--- config.mk ---
export PLATFORM = sky130hd
export DESIGN_NAME = mit_ctrl
export DESIGN_NICKNAME = d
export VERILOG_FILES = /design/src/verilog/mit_pkg.sv /design/src/verilog/mit_stack_if.sv /design/src/verilog/mit_ctrl.sv /design/src/verilog/mit_stack.sv
export SDC_FILE = /design/constraint.sdc
export NUM_CORES = 1
export LEC_CHECK = 0
export ABC_AREA = 1
export ABC_CLOCK_PERIOD_IN_PS = 5400
export BUFFER_PORTS_ARGS = -buffer_cell sky130_fd_sc_hd__buf_2
export CAP_MARGIN = 0
export CORE_ASPECT_RATIO = 0.7
export CORE_MARGIN = 4
export CORE_UTILIZATION = 55
export DETAILED_ROUTE_END_ITERATION = 8
export GPL_TIMING_DRIVEN = 0
export HOLD_SLACK_MARGIN = 0.1
export PLACE_DENSITY = 0.87
export SLEW_MARGIN = 20
export SYNTH_ARGS = -nofsm -noshare
export SYNTH_HDL_FRONTEND = slang
export SYNTH_SLANG_ARGS = --single-unit
export TNS_END_PERCENT = 30
--- constraint.sdc ---
create_clock -name hclk -period 5.4 [get_ports hclk]
set_clock_uncertainty 0.2 [all_clocks]
set_input_delay 0.54 -clock hclk [delete_from_list [all_inputs] [get_ports hclk]]
set_output_delay 0.54 -clock hclk [all_outputs]
set_load 0.01 [all_outputs]
--- src/verilog/mit_pkg.sv ---
// Purpose: shared constants for the interrupt and time base block
// Assumes: 32-bit AHB-Lite register bus, 25 MHz hclk
// Notes: offsets are byte addresses of word registers
`default_nettype none
package mit_pkg;
  localparam logic [7:0] MIT_OFF_EDGE = 8'h00;
  localparam logic [7:0] MIT_OFF_CTL0 = 8'h04;
  localparam logic [7:0] MIT_OFF_CTL1 = 8'h08;
  localparam logic [7:0] MIT_OFF_CTL2 = 8'h0C;
  localparam logic [7:0] MIT_OFF_CTL3 = 8'h10;
  localparam logic [7:0] MIT_OFF_PSC = 8'h14;
  localparam logic [7:0] MIT_OFF_TB0 = 8'h18;
  localparam logic [7:0] MIT_OFF_TB1 = 8'h1C;
  localparam logic [7:0] MIT_OFF_STAT = 8'h20;
  localparam logic [7:0] MIT_RST_REG = 8'h00;
  localparam int MIT_NSRC = 8;
  localparam int MIT_PC_W = 13;
  localparam int MIT_STACK_DEPTH = 8;
  localparam int MIT_SP_W = 4;
  localparam int MIT_TB_W = 15;
  localparam int MIT_TB_BASE = 8;
  localparam int MIT_TB_RUN_BIT = 7;
  localparam logic [1:0] MIT_EDGE_OFF = 2'h0;
  localparam logic [1:0] MIT_EDGE_RISE = 2'h1;
  localparam logic [1:0] MIT_EDGE_FALL = 2'h2;
  localparam logic [1:0] MIT_EDGE_BOTH = 2'h3;
  localparam logic [1:0] MIT_PSC_SYS = 2'h0;
  localparam logic [1:0] MIT_PSC_DIV4 = 2'h1;
  localparam logic [1:0] MIT_DIV4_LAST = 2'h3;
  // source index: 0 pin0, 1 pin1, 2 usb, 3 sof, 4 tick0, 5 tick1, 6 cnt0, 7 cnt1
  // vector addresses, index 0 has highest priority
  localparam logic [12:0] MIT_VEC_BASE = 13'h0004;
  localparam logic [12:0] MIT_VEC_STEP = 13'h0004;
  typedef enum logic [1:0] {MIT_ST_RUN, MIT_ST_SLEEP} mit_state_e;
endpackage
`default_nettype wire

--- src/verilog/mit_stack_if.sv ---
// Purpose: carrier between the controller and its return-address stack
// Assumes: one clock domain
// Notes: push and pop are one-cycle pulses
`timescale 1ns/100ps
`default_nettype none
interface mit_stack_if;
  import mit_pkg::*;
  logic push;
  logic pop;
  logic [MIT_PC_W-1:0] wdata;
  logic [MIT_PC_W-1:0] rdata;
  logic full;
  logic empty;
  modport ctrl (output push, output pop, output wdata, input rdata, input full, input empty);
  modport mem (input push, input pop, input wdata, output rdata, output full, output empty);
endinterface
`default_nettype wire

--- src/verilog/mit_ctrl.sv ---
// Purpose: interrupt flags, enables, priority vectoring, wake-up and time bases
// Assumes: CPU core offers next-pc and a take strobe; peripherals give 1-cycle events
// Notes: AHB-Lite slave with zero wait states, always OKAY
`timescale 1ns/100ps
`default_nettype none
module mit_ctrl
  import mit_pkg::*;
(
  input wire logic hclk,
  input wire logic hresetn,
  input wire logic hsel,
  input wire logic [31:0] haddr,
  input wire logic [1:0] htrans,
  input wire logic hwrite,
  input wire logic [2:0] hsize,
  input wire logic [31:0] hwdata,
  input wire logic hready,
  output logic [31:0] hrdata,
  output logic hreadyout,
  output logic hresp,
  input wire logic [1:0] ext_irq_pin,
  input wire logic [1:0] counter_overflow,
  input wire logic [3:0] usb_condition,
  input wire logic frame_start,
  input wire logic serial_done,
  input wire logic sub_clk,
  input wire logic [MIT_PC_W-1:0] next_pc,
  input wire logic cpu_take_ok,
  input wire logic return_from_irq_instr,
  input wire logic sleep_enter,
  output logic [MIT_PC_W-1:0] pc_load_value,
  output logic pc_load,
  output logic wake
);
  // ------------------------------------------------------------
  // bus slave
  // ------------------------------------------------------------
  logic wr_pend_ff;
  logic [7:0] wr_addr_ff;
  logic [7:0] rd_addr;
  logic [1:0] pin_edge_select_reg_ff;
  logic [1:0] pin1_edge_ff;
  logic global_irq_enable_ff;
  logic [MIT_NSRC-1:0] en_ff;
  logic [MIT_NSRC-1:0] flag_ff;
  logic [1:0] prescaler_source_field_ff;
  logic [7:0] tick0_control_ff;
  logic [7:0] tick1_control_ff;
  logic [31:0] hrdata_ff;
  logic serial_flag_ff, serial_enable_ff;
  mit_state_e state_ff;

  always_ff @(posedge hclk or negedge hresetn) begin
    if (!hresetn) begin
      wr_pend_ff <= 1'b0;
      wr_addr_ff <= MIT_RST_REG;
    end else if (hready) begin
      wr_pend_ff <= hsel && htrans[1] && hwrite;
      wr_addr_ff <= haddr[7:0];
    end
  end

  assign rd_addr = haddr[7:0];

  always_ff @(posedge hclk or negedge hresetn) begin
    if (!hresetn) begin
      hrdata_ff <= '0;
    end else if (hready && hsel && htrans[1] && !hwrite) begin
      case (rd_addr)
        MIT_OFF_EDGE: hrdata_ff <= {28'h0, pin1_edge_ff, pin_edge_select_reg_ff};
        MIT_OFF_CTL0: hrdata_ff <= {25'h0, flag_ff[2:0], en_ff[2:0], global_irq_enable_ff};
        MIT_OFF_CTL1: hrdata_ff <= {24'h0, flag_ff[5:4], 2'h0, en_ff[5:4], 2'h0};
        MIT_OFF_CTL2: hrdata_ff <= {25'h0, flag_ff[7:6], 2'h0, en_ff[7:6], 1'b0};
        MIT_OFF_CTL3: hrdata_ff <= {26'h0, flag_ff[3], serial_flag_ff, 2'h0,
          en_ff[3], serial_enable_ff};
        MIT_OFF_PSC: hrdata_ff <= {30'h0, prescaler_source_field_ff};
        MIT_OFF_TB0: hrdata_ff <= {24'h0, tick0_control_ff};
        MIT_OFF_TB1: hrdata_ff <= {24'h0, tick1_control_ff};
        MIT_OFF_STAT: hrdata_ff <= {31'h0, state_ff == MIT_ST_SLEEP};
        default: hrdata_ff <= '0;
      endcase
    end
  end

  assign hrdata = hrdata_ff;
  assign hreadyout = 1'b1;
  assign hresp = 1'b0;

  logic wr_edge, wr_c0, wr_c1, wr_c2, wr_c3;
  assign wr_edge = wr_pend_ff && (wr_addr_ff == MIT_OFF_EDGE);
  assign wr_c0 = wr_pend_ff && (wr_addr_ff == MIT_OFF_CTL0);
  assign wr_c1 = wr_pend_ff && (wr_addr_ff == MIT_OFF_CTL1);
  assign wr_c2 = wr_pend_ff && (wr_addr_ff == MIT_OFF_CTL2);
  assign wr_c3 = wr_pend_ff && (wr_addr_ff == MIT_OFF_CTL3);

  always_ff @(posedge hclk or negedge hresetn) begin
    if (!hresetn) begin
      pin_edge_select_reg_ff <= MIT_EDGE_OFF;
      pin1_edge_ff <= MIT_EDGE_OFF;
      prescaler_source_field_ff <= MIT_PSC_SYS;
      tick0_control_ff <= MIT_RST_REG;
      tick1_control_ff <= MIT_RST_REG;
    end else if (wr_pend_ff) begin
      if (wr_edge) begin
        pin_edge_select_reg_ff <= hwdata[1:0];
        pin1_edge_ff <= hwdata[3:2];
      end
      if (wr_addr_ff == MIT_OFF_PSC) begin
        prescaler_source_field_ff <= hwdata[1:0];
      end
      if (wr_addr_ff == MIT_OFF_TB0) begin
        tick0_control_ff <= {hwdata[7], 4'h0, hwdata[2:0]};
      end
      if (wr_addr_ff == MIT_OFF_TB1) begin
        tick1_control_ff <= {hwdata[7], 4'h0, hwdata[2:0]};
      end
    end
  end

  // ------------------------------------------------------------
  // pin synchronisers and edge detect
  // ------------------------------------------------------------
  logic [1:0] pin_s1_ff, pin_s2_ff, pin_s3_ff;
  logic [1:0] pin_lvl_ff;
  logic [1:0] pin_hit;

  always_ff @(posedge hclk or negedge hresetn) begin
    if (!hresetn) begin
      pin_s1_ff <= '0;
      pin_s2_ff <= '0;
      pin_s3_ff <= '0;
    end else begin
      pin_s1_ff <= ext_irq_pin;
      pin_s2_ff <= pin_s1_ff;
      pin_s3_ff <= pin_s2_ff;
    end
  end

  // stable level changes only when second and third stages agree
  always_ff @(posedge hclk or negedge hresetn) begin
    if (!hresetn) begin
      pin_lvl_ff <= '0;
    end else begin
      for (int i = 0; i < 2; i++) begin
        if (pin_s2_ff[i] == pin_s3_ff[i]) begin
          pin_lvl_ff[i] <= pin_s3_ff[i];
        end
      end
    end
  end

  // pull-ups live in the port block; nothing here alters them
  genvar g;
  generate
    for (g = 0; g < 2; g++) begin : g_pin
      logic [1:0] sel;
      logic rise, fall;
      assign sel = (g == 0) ? pin_edge_select_reg_ff : pin1_edge_ff;
      assign rise = (pin_s2_ff[g] == pin_s3_ff[g]) && pin_s3_ff[g] && !pin_lvl_ff[g];
      assign fall = (pin_s2_ff[g] == pin_s3_ff[g]) && !pin_s3_ff[g] && pin_lvl_ff[g];
      assign pin_hit[g] = ((sel == MIT_EDGE_RISE) && rise)
        || ((sel == MIT_EDGE_FALL) && fall)
        || ((sel == MIT_EDGE_BOTH) && (rise || fall));
    end
  endgenerate

  // ------------------------------------------------------------
  // time base prescaler and dividers
  // ------------------------------------------------------------
  logic [2:0] sub_s_ff;
  logic sub_lvl_ff;
  logic sub_tick;
  logic [1:0] div4_ff;
  logic psc_tick;

  always_ff @(posedge hclk or negedge hresetn) begin
    if (!hresetn) begin
      sub_s_ff <= '0;
      sub_lvl_ff <= 1'b0;
      div4_ff <= '0;
    end else begin
      sub_s_ff <= {sub_s_ff[1:0], sub_clk};
      if (sub_s_ff[1] == sub_s_ff[2]) begin
        sub_lvl_ff <= sub_s_ff[2];
      end
      div4_ff <= div4_ff + 2'h1;
    end
  end

  assign sub_tick = (sub_s_ff[1] == sub_s_ff[2]) && sub_s_ff[2] && !sub_lvl_ff;

  always_comb begin
    if (prescaler_source_field_ff[1]) begin
      psc_tick = sub_tick;
    end else if (prescaler_source_field_ff == MIT_PSC_DIV4) begin
      psc_tick = (div4_ff == MIT_DIV4_LAST);
    end else begin
      psc_tick = 1'b1;
    end
  end

  logic [1:0] tick_hit;
  generate
    for (g = 0; g < 2; g++) begin : g_tb
      logic [MIT_TB_W-1:0] cnt_ff;
      logic [7:0] ctl;
      logic [MIT_TB_W-1:0] last;
      assign ctl = (g == 0) ? tick0_control_ff : tick1_control_ff;
      assign last = MIT_TB_W'((32'h1 << (MIT_TB_BASE + int'(ctl[2:0]))) - 1);
      always_ff @(posedge hclk or negedge hresetn) begin
        if (!hresetn) begin
          cnt_ff <= '0;
        end else if (!ctl[MIT_TB_RUN_BIT]) begin
          cnt_ff <= '0;
        end else if (psc_tick) begin
          cnt_ff <= (cnt_ff >= last) ? '0 : cnt_ff + 1'b1;
        end
      end
      assign tick_hit[g] = ctl[MIT_TB_RUN_BIT] && psc_tick && (cnt_ff >= last);
    end
  endgenerate

  // ------------------------------------------------------------
  // flags, enables and vectoring
  // ------------------------------------------------------------
  mit_stack_if st();
  logic [MIT_NSRC-1:0] raw_evt;
  logic [MIT_NSRC-1:0] pend;
  logic [MIT_NSRC-1:0] svc_clr;
  logic [MIT_NSRC-1:0] nxt_flag;
  logic [MIT_NSRC-1:0] sw_wr, sw_val;
  logic any_pend;
  logic take;
  logic [2:0] win;

  assign raw_evt = {counter_overflow, tick_hit, frame_start, |usb_condition, pin_hit};
  // serial source has no vector slot; its flag only wakes and reads back

  assign pend = flag_ff & en_ff;
  assign any_pend = |pend;
  assign take = any_pend && global_irq_enable_ff && !st.full && cpu_take_ok;

  always_comb begin
    win = 3'h0;
    for (int i = MIT_NSRC - 1; i >= 0; i--) begin
      if (pend[i]) begin
        win = 3'(i);
      end
    end
  end

  always_comb begin
    svc_clr = '0;
    if (take) begin
      svc_clr[win] = 1'b1;
    end
  end

  always_comb begin
    sw_wr = '0;
    sw_val = '0;
    if (wr_c0) begin
      sw_wr[2:0] = 3'h7;
      sw_val[2:0] = hwdata[6:4];
    end
    if (wr_c1) begin
      sw_wr[5:4] = 2'h3;
      sw_val[5:4] = hwdata[7:6];
    end
    if (wr_c2) begin
      sw_wr[7:6] = 2'h3;
      sw_val[7:6] = hwdata[6:5];
    end
    if (wr_c3) begin
      sw_wr[3] = 1'b1;
      sw_val[3] = hwdata[5];
    end
  end

  // event wins over a clear in the same cycle
  assign nxt_flag = raw_evt | (sw_wr & sw_val) | (flag_ff & ~sw_wr & ~svc_clr);

  always_ff @(posedge hclk or negedge hresetn) begin
    if (!hresetn) begin
      flag_ff <= '0;
      en_ff <= '0;
      serial_flag_ff <= 1'b0;
      serial_enable_ff <= 1'b0;
    end else begin
      flag_ff <= nxt_flag;
      if (wr_c0) en_ff[2:0] <= hwdata[3:1];
      if (wr_c1) en_ff[5:4] <= hwdata[3:2];
      if (wr_c2) en_ff[7:6] <= hwdata[2:1];
      if (wr_c3) en_ff[3] <= hwdata[1];
      serial_flag_ff <= serial_done || (wr_c3 ? hwdata[4] : serial_flag_ff);
      if (wr_c3) serial_enable_ff <= hwdata[0];
    end
  end

  always_ff @(posedge hclk or negedge hresetn) begin
    if (!hresetn) begin
      global_irq_enable_ff <= 1'b0;
    end else if (take) begin
      global_irq_enable_ff <= 1'b0;
    end else if (return_from_irq_instr && !st.empty) begin
      global_irq_enable_ff <= 1'b1;
    end else if (wr_c0) begin
      global_irq_enable_ff <= hwdata[0];
    end
  end

  assign st.push = take;
  assign st.wdata = next_pc;
  assign st.pop = return_from_irq_instr && !st.empty && !take;

  mit_stack u_stack (
    .hclk(hclk),
    .hresetn(hresetn),
    .st(st)
  );

  logic ret_d_ff;
  always_ff @(posedge hclk or negedge hresetn) begin
    if (!hresetn) begin
      pc_load <= 1'b0;
      pc_load_value <= '0;
      ret_d_ff <= 1'b0;
    end else begin
      ret_d_ff <= st.pop;
      pc_load <= take || st.pop;
      if (take) begin
        pc_load_value <= MIT_VEC_BASE + MIT_VEC_STEP * 13'(win);
      end else if (st.pop) begin
        pc_load_value <= st.rdata;
      end
    end
  end

  // ------------------------------------------------------------
  // sleep and wake
  // ------------------------------------------------------------
  logic [MIT_NSRC:0] all_flags;
  logic rise_any;
  assign all_flags = {serial_flag_ff, flag_ff};
  assign rise_any = |({serial_done, raw_evt} & ~all_flags);

  always_ff @(posedge hclk or negedge hresetn) begin
    if (!hresetn) begin
      state_ff <= MIT_ST_RUN;
      wake <= 1'b0;
    end else begin
      wake <= 1'b0;
      case (state_ff)
        MIT_ST_RUN: begin
          if (sleep_enter) state_ff <= MIT_ST_SLEEP;
        end
        MIT_ST_SLEEP: begin
          if (rise_any) begin
            state_ff <= MIT_ST_RUN;
            wake <= 1'b1;
          end
        end
        default: state_ff <= MIT_ST_RUN;
      endcase
    end
  end
endmodule
`default_nettype wire

--- src/verilog/mit_stack.sv ---
// Purpose: return-address stack memory
// Assumes: controller never pushes while full nor pops while empty
// Notes: read data is registered top-of-stack
`timescale 1ns/100ps
`default_nettype none
module mit_stack
  import mit_pkg::*;
(
  input wire logic hclk,
  input wire logic hresetn,
  mit_stack_if.mem st
);
  logic [MIT_PC_W-1:0] mem_ff [MIT_STACK_DEPTH];
  logic [MIT_SP_W-1:0] sp_ff;
  logic [MIT_PC_W-1:0] top_ff;

  always_ff @(posedge hclk) begin
    if (st.push) begin
      mem_ff[sp_ff[MIT_SP_W-2:0]] <= st.wdata;
    end
  end

  always_ff @(posedge hclk or negedge hresetn) begin
    if (!hresetn) begin
      sp_ff <= '0;
      top_ff <= '0;
    end else if (st.push) begin
      sp_ff <= sp_ff + 4'h1;
      top_ff <= st.wdata;
    end else if (st.pop) begin
      sp_ff <= sp_ff - 4'h1;
      // top_ff holds the popped value during this cycle
      top_ff <= (sp_ff >= 4'h2) ? mem_ff[3'(sp_ff - 4'h2)] : '0;
    end
  end

  assign st.rdata = top_ff;
  assign st.full = (sp_ff == 4'(MIT_STACK_DEPTH));
  assign st.empty = (sp_ff == 4'h0);
endmodule
`default_nettype wire

## Yosys cells after proc, flatten, opt, wreduce, memory -nomap -nowiden

Memories as Yosys holds them, arrays and structs flattened.
Cells that the tools add are included.
Widths: inputs -> output; s select.

| operators by class | value |
|---|---|
| eq/ne operators | 32 |
| bitwise logic cells | 10 |
| multiplexer cells | 46 |
| shifts and indexed selects | 2 |
| $lt $le $gt $ge | 5 |
| add/subtract/negate cells | 11 |
| reduce and logical (&&, ||, !) cells | 67 |

Operators with widths:

| kind | number |
|---|---|
| $mux 15 | 6 |
| $pmux 8 s9 | 1 |
| $mux 13 | 5 |
| $eq 8x5->1 const B | 8 |
| $logic_and 1x1->1 | 36 |
| $and 8x8->8 | 4 |
| $eq 8x4->1 const B | 4 |
| $add 15x1->15 const B | 2 |
| $ge 15x15->1 | 2 |
| $mux 3 | 10 |
| $shl 1x5->15 const A | 2 |
| $sub 15x1->15 const B | 2 |
| $eq 8x3->1 const B | 2 |
| $logic_not 8->1 | 2 |
| $not 8->8 | 2 |
| $or 8x8->8 | 2 |
| $mux 1 | 13 |
| $mux 2 | 6 |
| $add 4x3->5 const A | 2 |
| $eq 2x2->1 const B | 5 |
| $reduce_and 2->1 | 5 |
| $and 9x9->9 | 1 |
| $logic_not 1->1 | 9 |
| $not 9->9 | 1 |
| 26 further kinds | 41 |

| word-level totals | value |
|---|---|
| bits in writable memories | 104 |
| input bits | 101 |
| flip-flop bits (word level) | 152 |
| memories | 1 |
| output and inout port bits | 49 |
| logic and storage cells | 206 |

Memories:

| memory | words | width | read ports | clocked after Yosys merged registers in | wr ports | line | text |
|---|---|---|---|---|---|---|---|
| u_stack.mem_ff | 8 | 13 | 1 | 0 | 1 | mit_stack.sv:13 | `logic [MIT_PC_W-1:0] mem_ff [MIT_STACK_DEPTH];` |

## Logic depth before layout (Yosys ltp)

Gate-level depths: netlist of the first run.

| depth | value |
|---|---|
| depth after elaboration | 17 |
| depth in mapped cells | 17 |
| depth with buffers taken out | 16 |

## Modules after synthesis

From an unflattened synthesis of the first run, not the netlist that was laid out.

| second synthesis, totals | value |
|---|---|
| cells, all modules | 1236 |
| area total of the unflattened synthesis | 11427.2 um^2 |

Modules (own cells, without submodules):

| module | times used | cells each | sequential area each (um^2) | area each (um^2) |
|---|---|---|---|---|
| mit_ctrl | 1 | 769 | 2752.6 | 6238.5 |
| mit_stack | 1 | 467 | 3548.4 | 5188.7 |

## Worst setup path before layout of the first run

OpenSTA, ideal clock, no wires.

| path | value |
|---|---|
| path type | register to register |
| start point | register u_stack.sp_ff[1] |
| end point | memory u_stack.mem_ff[0][0] (enable) |
| data required time | 4.800 ns |
| cell stages (with the launch flop) | 6 |
| data arrival time | 2.076 ns |
| clock period less this slack | 2.675 ns |
| path buffers | 1 |
| slack | 2.725 ns |
| library setup time | 0.400 ns |
| path through | dfrtp_1 clkinv_1 clkbuf_1 ha_1 inv_1 nor3_1 |

| between the ends | value |
|---|---|
| longest elaborated chain between the ends | 6 |

Ends and longest elaborated chain:

| element | line | text |
|---|---|---|
| from (decl) | mit_stack.sv:14 | `logic [MIT_SP_W-1:0] sp_ff;` |
| from (signal assigned) | mit_stack.sv:28 | `sp_ff <= sp_ff + 4'h1;` |
| from (signal assigned) | mit_stack.sv:31 | `sp_ff <= sp_ff - 4'h1;` |
| $eq 4x4->1 | mit_stack.sv:38 | `assign st.full = (sp_ff == 4'(MIT_STACK_DEPTH));` |
| $logic_not 1->1 | mit_ctrl.sv:241 | `assign take = any_pend && global_irq_enable_ff && !st.full && cpu_take_ok;` |
| $logic_and 1x1->1 (2 in a row) | mit_ctrl.sv:241 |  |
| $mux 1 | mit_stack.sv:18 | `if (st.push) begin` |
| $mux 1 (not written as such) | mit_stack.sv:19 | `mem_ff[sp_ff[MIT_SP_W-2:0]] <= st.wdata;` |
| to (decl) | mit_stack.sv:13 |  |

Parallel ways exist; a longest one is shown, timed or not.

## Worst setup path after layout of the first run

| path | value |
|---|---|
| start point | register tick1_control_ff[2], in the netlist g_tb[1].ctl[2] |
| end point | register g_tb[1].cnt_ff[2] |

| between the ends | value |
|---|---|
| longest elaborated chain between the ends | 7 |

Ends and longest elaborated chain:

| element | line | text |
|---|---|---|
| from (decl) | mit_ctrl.sv:48 | `logic [7:0] tick1_control_ff;` |
| from (signal assigned) | mit_ctrl.sv:115 | `tick1_control_ff <= {hwdata[7], 4'h0, hwdata[2:0]};` |
| $add 4x3->5 | mit_ctrl.sv:209 | `assign last = MIT_TB_W'((32'h1 << (MIT_TB_BASE + int'(ctl[2:0]))) - 1);` |
| $shl 1x5->15 | mit_ctrl.sv:209 |  |
| $sub 15x1->15 | mit_ctrl.sv:209 |  |
| $ge 15x15->1 | mit_ctrl.sv:216 | `cnt_ff <= (cnt_ff >= last) ? '0 : cnt_ff + 1'b1;` |
| $mux 15 | mit_ctrl.sv:216 |  |
| $mux 15 | mit_ctrl.sv:215 | `end else if (psc_tick) begin` |
| $mux 15 | mit_ctrl.sv:213 | `end else if (!ctl[MIT_TB_RUN_BIT]) begin` |
| to (signal assigned) | mit_ctrl.sv:216 |  |
| to (decl) | mit_ctrl.sv:205 | `logic [MIT_TB_W-1:0] cnt_ff;` |

No other way between the ends. The select of a mux whose other input is x is not followed.
A chain may end at the register's enable or synchronous reset.

==> qor.yml, run 1 <==
crit_slowest_cell: "dfrtp_1"
synth_cell_types: 44
io_buffers: 70
synth_ff_type: "dfrtp_1"
period_needed_ns: 3.21
dr.pass1.iters: 5
core_area_um2: 19700
rows: 43
vias: 9125
die_area_um2: 22400
ir_drop_mv: 0.326
worst_pin_slew_ns: 0.834
crit_fanout: 9
crit_type: "reg -> reg"
setup_slack_ns: 2.19
dpl.hpwl_um: 20000
relSlewSlack_pct: 44.1
synth-simple-area-share_pct: 19.1
placed_area_um2: 12000
hold_viol: 0
num_antenna_cells: 0
numCtsBuffers: 23
initial_utilization_pct: 55.9
slew_violations: 0
numClockSinks: 231
crit_required_ns: 5.62
status: "complete, no violations"
ctsHoldBuffers: 20
cap_violations: 0
syn_inst: 1169
cts_resized: 0
viasPerCell: 5.69
synth-edff-count: 104
synth_top_family_by_area: "simple AND/OR/NAND/NOR gates"
timing.critical_path.mode_cell: "nand2_1"
worst_hold_path_type: "in -> reg"
start_kind: "flop"
fmax_mhz: 311
cts-root-buf: "clkbuf_16"
path_cells: "clkbuf_1, inv_1, nand2_1, ha_1, o21ai_0, a21oi_1, o22ai_1, ha_1, nand2_1, inv_1, nand2_1, nand2_1, a21oi_1, nand3_2, inv_2, o21ai_0, o22ai_1"
synth_area_um2: 11000
wl_per_cell_um: 17.8
grt_pass1_vias: 8876
io_pins: 150
synth_xor_xnor_area_share_pct: 1.35
final_area_um2: 12900
drive_gt1_share_pct: 14.2
p_leak_nw: 5.93
die_w_um: 177
powerDensity_nw_per_um2: 431
nFillCells: 1496
cts_tree: "done"
final.period_utilization_pct: 59.5
synthAdderAreaFrac_pct: 3.58
path_delay_family: "compound AO/OA/AOI/OAI gates"
synth.ff_latch_count: 231
final_cell_mix: "290 x nand2_1, 127 x dfrtp_1, 112 x inv_1, 104 x edfxtp_1, 91 x nand3_1"
antenna_found_initial: 1
wirelength_um: 28500
cts.path.max_buffers: 3
layout_commonest_cell: "nand2_1"
synth-compound-area-share_pct: 11.2
drtAntennaViolNets: 0
grt_pass1_wl_um: 45800
synth_async_sr_flop_share_pct: 55.0
drc: 0
clk_latency_ns: 0.52
cp.buffers_inverters: 4
place_ws_ns: 2.21
postCtsSetupBuffers: 0
yosys_warnings: 0
rsz0062_at_grt: "no"
track_usage_pct: 25.5
critPathCaptureType: "flop"
muxShareOfSynthArea_pct: 0.102
nNetsFinal: 1450
overflow: 0
cp.arrival_ns: 3.43
die_y_um: 127
final-setup-viol-count: 0
grt_start_max_net_pins: 68
drt_iter0_markers: 1227
routabilityCongestion: 0.980
htree_levels: 1
tns_ns: 0
post_synth.cell_area_avg_um2: 9.44
slowest_delay_ns: 0.32
syn_to_final_growth_pct: 16.6
yosysSeqAreaShare_pct: 57.1
cts.clk_slew.worst_paths_ns: 0.07
flip-flops by register name (all words and copies together), names as in the netlist, 4 cells and up:
signal / count
flag_ff: 8
hrdata: 8
g_tb.ctl: 8
u_stack.sp_ff: 4
en_ff: 8
u_stack.mem_ff: 104
u_stack.st.rdata: 13
wr_addr_ff: 8
g_tb.cnt_ff: 30
g_pin.sel: 4
pc_load_value: 13
where the power goes:
part	internal [mW]	leakage (nW)	switching (mW)	total, mW
Sequential	2.11	2.44	0.169	2.28
Combinational	0.585	3.14	1.16	1.75
Clock	0.855	0.343	0.665	1.52
final timing paths:
path	slack, ns	from	cells past startpoint	endpoint
setup / recovery	2.19	g_tb[1].ctl[2]	17	g_tb[1].cnt_ff[2]
hold / removal	0.11	next_pc[4]	1	u_stack.mem_ff[3][4]
setup reg to reg	2.19	g_tb[1].ctl[2]	17	g_tb[1].cnt_ff[2]
hold reg to reg	0.16	pin_s1_ff[0]	0	pin_s2_ff[0]
max in group asynchronous	3.95	hresetn	3	pin_s3_ff[1]
min in group asynchronous	0.38	hresetn	2	g_tb[0].cnt_ff[6]
synthesized netlist by cell type, drive strengths merged (13+ instances only):
cell	n	area (um2)
xor2	13	114
nor3	22	130
a22o	18	158
o22ai	13	81.3
ha	30	375
o21ai	80	400
a21oi	68	340
edfxtp	104	3120
nand2	294	1120
buf	46	312
nor2	70	288
inv	117	439
dfrtp	127	3180
nand3	92	465
clkbuf	17	63.8
worst reg2reg max path, stage by stage, from the launching register on:
cell and delay (ns):
dfrtp_1 0.32, clkbuf_1 0.27, inv_1 0.16, nand2_1 0.12, ha_1 0.20, o21ai_0 0.16, a21oi_1 0.19, o22ai_1 0.09
ha_1 0.30, nand2_1 0.11, inv_1 0.05, nand2_1 0.06, nand2_1 0.05, a21oi_1 0.20, nand3_2 0.20, inv_2 0.20
o21ai_0 0.12, o22ai_1 0.14
stage by stage:
stage	instances	utilization (%)	power, mW	hold WS (ns)
detailed placement	1543	60.6	3.98	0.150
global placement	1533	59.8	3.88	0.132
CTS	1604	65.2	5.53	0.103
global route	1604	65.2	5.83	0.113
floorplan	1193	-	3.38	0.0444
finish	1604	65.2	5.55	0.113
logic make-up (layout without fill, tap and decap cells):
family          count (synthesis)  after routing
buf+inv                       183            324
compound gates                210            210
mux                             1              1
xor+xnor                       17             17
simple gates                  494            494
other cells                     2             26
fa+ha+maj                      31             31
flops                         231            231
area by class of cell:
class / instances / area [um2] / area share (%)
clock buffer: 32 / 619 / 4.81
buffer: 63 / 375 / 2.92
sequential: 231 / 6300 / 49.0
clock inverter: 9 / 85.1 / 0.661
tap: 270 / 338 / 2.63
inverter: 120 / 450 / 3.50
timing repair buffer: 100 / 656 / 5.10
multi-input combinational: 779 / 4040 / 31.4
layer usage:
layer	GRT usage (%)	part of all wire [%]
met5	0	0.046
met4	7.50	2.9
met3	6.17	12
met2	38.6	44
met1	37.2	41
(Power assumes the default switching activity.)
==> run 2: changes to the inputs <==
--- a/config.mk
+++ b/config.mk
@@ -6,16 +6,16 @@
 export NUM_CORES = 1
 export LEC_CHECK = 0
 export ABC_AREA = 1
-export ABC_CLOCK_PERIOD_IN_PS = 5400
+export ABC_CLOCK_PERIOD_IN_PS = 2800
 export BUFFER_PORTS_ARGS = -buffer_cell sky130_fd_sc_hd__buf_2
 export CAP_MARGIN = 0
 export CORE_ASPECT_RATIO = 0.7
 export CORE_MARGIN = 4
-export CORE_UTILIZATION = 55
+export CORE_UTILIZATION = 52
 export DETAILED_ROUTE_END_ITERATION = 8
 export GPL_TIMING_DRIVEN = 0
 export HOLD_SLACK_MARGIN = 0.1
-export PLACE_DENSITY = 0.87
+export PLACE_DENSITY = 0.86
 export SLEW_MARGIN = 20
 export SYNTH_ARGS = -nofsm -noshare
 export SYNTH_HDL_FRONTEND = slang
==> constraint.sdc (replaced) <==
create_clock -name hclk -period 2.8 [get_ports hclk]
set_clock_uncertainty 0.2 [all_clocks]
set_input_delay 0.28 -clock hclk [delete_from_list [all_inputs] [get_ports hclk]]
set_output_delay 0.28 -clock hclk [all_outputs]
set_load 0.01 [all_outputs]
==> qor.yml, run 2 (synthesis gave the netlist of run 1 again) <==
p_int_mw: 6.95  # +96%
final_cell_mix: "286 x nand2_1, 123 x dfrtp_1, 110 x inv_1, 104 x edfxtp_1, 90 x nand3_1"
nNetsFinal: 1495  # +3.1%
cp.arrival_ns: 2.98  # -0.45 ns
io_pins: 150  # unchanged
ir_drop_mv: 0.614  # +88%
powerDensity_nw_per_um2: 814  # +89%
power.total_mw: 10.9  # +97%
start_kind: "flop"
drc: 0  # unchanged
comb_power_share_pct: 32.4  # +0.9 points
numCtsBuffers: 22  # -4.3%
rrSetupSlack_ns: 0.04  # -2.15 ns
crit_type: "reg -> reg"
cts.path.max_buffers: 3  # unchanged
timing.rr.start: "wr_addr_ff[1]"
drive_gt1_share_pct: 15.7  # +1.5 points
place_ws_ns: -0.380  # -2.59 ns
switching_share_pct: 36.6  # +0.53 points
whs_path_depth: 0  # -1
num_antenna_cells: 0  # unchanged
wirelength_um: 31700  # +11%
final.period_utilization_pct: 98.7  # +39 points
final_area_um2: 13500  # +4.6%
power.switching_mw: 4.00  # +100%
track_usage_pct: 25.6  # +0.072 points
grt_pass1_vias: 9463  # +6.6%
overflow: 0  # unchanged
core_area_um2: 20800  # +5.4%
fmax_mhz: 362  # +16%
period_needed_ns: 2.76  # -0.451 ns
setup_slack_ns: 0.0367  # -2.15 ns
rows: 44  # +2.3%
die_area_um2: 23700  # +5.5%
worstHoldEndpoint: "pin_s2_ff[0]"
final_cells: 1655  # +3.2%
dr.pass1.iters: 7  # +2
reg2reg_depth: 7  # -10
syn_to_final_growth_pct: 21.9
cts.clk_slew.worst_paths_ns: 0.07  # about the same
power_frac_clock_pct: 27.4  # about the same
worst_pin_slew_ns: 0.747  # -0.0876 ns
grt_pass1_wl_um: 48300  # +5.6%
r2r-end: "flag_ff[6]"
status: "complete, no violations"
htree_levels: 1  # unchanged
crit_fanout: 6  # -3
crit_required_ns: 3.02  # -2.60 ns
die_w_um: 182  # +2.7%
dpl.hpwl_um: 19900  # -0.16%
layout_commonest_cell: "nand2_1"
worst_hold_path_type: "reg -> reg"
p_seq_share_pct: 40.2  # -0.9 points
critPathCaptureType: "flop"
final-seq-area_um2: 6310  # about the same
die_y_um: 130  # +2.7%
io_buffers: 70  # unchanged
slew_violations: 0  # unchanged
routabilityCongestion: 0.972  # -0.86%
cts-root-buf: "clkbuf_16"
wl_per_cell_um: 19.1  # +7.7%
drtAntennaViolNets: 0  # unchanged
initial_utilization_pct: 53.0  # -2.9 points
clk_latency_ns: 0.53  # about the same
dp_cells: 1549  # +0.39%
cap_violations: 0  # unchanged
p_leak_nw: 6.15  # +3.7%
drt_iter0_markers: 1424  # +16%
hold_viol: 0  # unchanged
antenna_found_initial: 0  # -1
vias: 9807  # +7.5%
nFillCells: 1464  # -2.1%
final-setup-viol-count: 0  # unchanged
multi_input_area_um2: 4120  # +1.9%
viasPerCell: 5.93  # +4.2%
numClockSinks: 231  # unchanged
grt_start_max_net_pins: 96  # +41%
placed_area_um2: 12000  # +0.22%
rsz0062_at_grt: "yes"
hp-start: "pin_s1_ff[0]"
largest_reg_flops: 104  # unchanged
relSlewSlack_pct: 49.8  # +5.8 points
cts_tree: "done"
## run 2: changes by cell type in the layout (fill, tap and decap cells not counted), moves of 3 or more
cell and delta:
dfrtp_2 +4, nand2_2 +4, buf_6 +6, inv_4 +3, dfrtp_1 -4, dlygate4sd3_1 +39
nand2_1 -4, clkbuf_2 +3, clkbuf_1 -5
## run 2: critical path, cell delays in order, from the launching register on
cell,delay (ns)
dfrtp_1,0.40
nor2_1,0.24
inv_1,0.10
nor3_1,0.54
nand2_1,0.30
nand3_1,0.19
nand3_1,0.11
dlygate4sd3_1,0.58
## run 2: cell type report
type,instances,share of cell area (%)
timing repair inverter,1,0.0558
tap,276,2.57
buffer,61,2.75
sequential,231,46.9
multi-input combinational,779,30.6
clock inverter,6,0.474
clock buffer,34,4.79
timing repair buffer,147,8.48
inverter,120,3.40
## run 2: worst max-delay path by stage
stage                            to        startpoint  depth (start not counted)
2_1_floorplan  u_stack.mem_ff[0][0]  u_stack.sp_ff[1]                          5
3_3_place_gp   u_stack.mem_ff[4][6]  u_stack.sp_ff[1]                          5
3_5_place_dp      g_tb[1].cnt_ff[2]    g_tb[1].ctl[2]                         17
4_1_cts           g_tb[1].cnt_ff[6]    g_tb[1].ctl[2]                         15
5_1_grt           g_tb[1].cnt_ff[2]    g_tb[1].ctl[0]                         14
6_report                 flag_ff[6]     wr_addr_ff[1]                          7
## run 2: stage by stage
stage / utilization (%) / setup TNS (ns) / hold slack, ns
after floorplan: - / 0 / -0.216
after global placement: 56.8 / -137.44 / 0.134
after CTS: 64.1 / 0 / 0.106
after global routing: 64.6 / -0.289 / 0.140
final: 64.6 / 0 / 0.148
after detailed placement: 57.6 / -7.34 / -0.0397
## run 2: timing repair
action,in CTS,in global routing
hold buffers,60,0
pin swaps,1,4
gates resized for setup,8,23
gates cloned,0,1
endpoints found under the setup margin,49,40
buffers inserted,2,5
hold endpoints to repair,299,0
## run 2: routing by layer
metal	track usage, %	part of all wire (%)	vias to the layer above
li1	-	-	4294
met1	33.5	38	4616
met2	41.5	46	740
met3	6.49	12	157
met4	10.4	4.4	0
met5	0	0	-
## run 2: power groups by stage
| stage | Clock (mW) | Sequential, mW | Combinational [mW] |
|---|---|---|---|
| finish | 3.00 | 4.40 | 3.55 |
| global route | 3.14 | 4.43 | 3.84 |
| CTS | 2.97 | 4.37 | 3.40 |
| detailed placement | 0 | 4.43 | 3.26 |
| global placement | 0 | 4.42 | 3.06 |
| floorplan | 0 | 4.39 | 2.12 |
==> run 3: changes to the inputs <==
--- a/config.mk
+++ b/config.mk
@@ -9,12 +9,13 @@
 export ABC_CLOCK_PERIOD_IN_PS = 2800
 export BUFFER_PORTS_ARGS = -buffer_cell sky130_fd_sc_hd__buf_2
 export CAP_MARGIN = 0
-export CORE_ASPECT_RATIO = 0.7
+export CORE_ASPECT_RATIO = 1.4
 export CORE_MARGIN = 4
 export CORE_UTILIZATION = 52
 export DETAILED_ROUTE_END_ITERATION = 8
 export GPL_TIMING_DRIVEN = 0
 export HOLD_SLACK_MARGIN = 0.1
+export MAX_ROUTING_LAYER = met4
 export PLACE_DENSITY = 0.86
 export SLEW_MARGIN = 20
 export SYNTH_ARGS = -nofsm -noshare
==> qor.yml, run 3 (synthesis gave the netlist of run 1 again) <==
final_core_util_pct: 64.4  # -0.20 points
antenna_found_initial: 0  # unchanged
placed_area_um2: 11900  # -0.43%
nNetsFinal: 1488  # -0.47%
relSlewSlack_pct: 55.3  # +5.5 points
initial_utilization_pct: 53.3  # +0.25 points
wl_per_cell_um: 17.3  # -9.7%
cp.arrival_ns: 2.96  # -0.02 ns
crit_required_ns: 3.03  # about the same
grt_use_met1_pct: 26.3  # -7.3 points
routabilityCongestion: 0.926  # -4.7%
crit_type: "reg -> reg"
cts.clk_slew.worst_paths_ns: 0.06  # about the same
viasPerCell: 5.55  # -6.4%
ir_drop_mv: 0.572  # -6.9%
die_y_um: 180  # +39%
dpl.hpwl_um: 19400  # -2.4%
grt_pass1_vias: 9294  # -1.8%
numCtsBuffers: 24  # +9.1%
cts.path.max_buffers: 3  # unchanged
die_w_um: 131  # -28%
drive_gt1_share_pct: 15.7  # about the same
numClockSinks: 231  # unchanged
cts-root-buf: "clkbuf_16"
layout_commonest_cell: "nand2_1"
drc: 0  # unchanged
cap_violations: 0  # unchanged
num_antenna_cells: 0  # unchanged
clk_latency_ns: 0.53  # about the same
period_needed_ns: 2.73  # -0.0335 ns
final.period_utilization_pct: 97.5  # -1.2 points
worst_hold_path_type: "in -> async"
grt_use_met3_pct: 3.46  # -3.0 points
grt_start_max_net_pins: 68  # -29%
wirelength_um: 28100  # -11%
grt-busiest-layer: "met2"
vias: 9036  # -7.9%
p_leak_nw: 6.13  # -0.30%
grt_pass1_wl_um: 45700  # -5.5%
drtAntennaViolNets: 0  # unchanged
status: "complete, no violations"
power.total_mw: 10.9  # -0.38%
tns_ns: 0  # unchanged
crit_fanout: 5  # -1
overflow: 0  # unchanged
drt_iter0_markers: 689  # -52%
start_kind: "flop"
cts_tree: "done"
htree_levels: 1  # unchanged
io_pins: 150  # unchanged
critPathCaptureType: "flop"
largest_reg_flops: 104  # unchanged
final_area_um2: 13300  # -0.78%
slew_violations: 0  # unchanged
rsz0062_at_grt: "yes"
final_cell_mix: "289 x nand2_1, 125 x dfrtp_1, 110 x inv_1, 104 x edfxtp_1, 91 x nand3_1"
die_area_um2: 23700  # about the same
worst_pin_slew_ns: 0.670  # -0.0765 ns
dr.pass1.iters: 5  # -2
fmax_mhz: 366  # +1.2%
track_usage_pct: 24.1  # -1.5 points
rows: 62  # +41%
grt_use_met2_pct: 43.1  # +1.7 points
io_buffers: 70  # unchanged
final-setup-viol-count: 0  # unchanged
powerDensity_nw_per_um2: 817  # +0.40%
syn_to_final_growth_pct: 20.9
core_area_um2: 20700  # -0.47%
hold_viol: 0  # unchanged
==> run 3: path summary, 6_finish.rpt <==
kind,startpoint,end,slack [ns],cells past startpoint
setup / recovery,g_tb[1].ctl[1],g_tb[1].cnt_ff[6],0.07,12
hold / removal,hresetn,g_tb[1].cnt_ff[3],0.1,2
setup reg to reg,g_tb[1].ctl[1],g_tb[1].cnt_ff[6],0.07,12
hold reg to reg,sub_s_ff[0],sub_s_ff[1],0.15,0
max in group asynchronous,hresetn,pin_s2_ff[0],1.57,3
min in group hclk,cpu_take_ok,flag_ff[5],0.15,6
==> run 3: per-stage QoR <==
stage                     hold WS (ns)  setup WS (ns)  std cells
after detailed placement        0.0951         -0.391       1528
after global placement           0.134         -0.788       1519
after global routing             0.150        -0.0412       1629
after floorplan                 -0.216          0.125       1193
after CTS                        0.123        0.00193       1626
final                           0.0982         0.0703       1629
==> run 3: worst max-delay path, cell delays in order (launching register included) <==
cell and delay (ns):
dfrtp_2 0.44, nor2_2 0.14, nand2_1 0.08, ha_2 0.20, nor3_1 0.17, o22ai_1 0.11
ha_1 0.33, a21oi_1 0.19, nand2_1 0.09, a21oi_2 0.18, nand3_4 0.15, buf_4 0.19
o31ai_2 0.17
==> run 3: routing by layer <==
metal	share of wire, %	wire length, um	up-vias
met5	0	0	-
met4	4.8	1360	0
met3	5.8	1640	106
met2	53	14800	336
met1	37	10300	4326
li1	-	-	4268
==> run 3: timing repair <==
action,4_1_cts,5_1_grt
endpoints found under the hold margin,299,0
gates resized for setup,4,17
endpoints found under the setup margin,19,53
gates cloned,0,1
hold buffers,54,0
setup buffers,3,3
pin swaps,1,2
==> run 3: final cells by class <==
class                      count  area [um2]
sequential                   231        6300
fill                        1562        7360
timing repair inverter         1        5.00
clock inverter                15         139
tap                          256         320
inverter                     120         459
multi-input combinational    779        4080
buffer                        60         365
clock buffer                  28         647
timing repair buffer         139        1030
==> run 3: power breakdown <==
part           internal, mW  switching, mW
Combinational          1.17           2.19
Sequential             4.07          0.327
Clock                  1.84           1.31
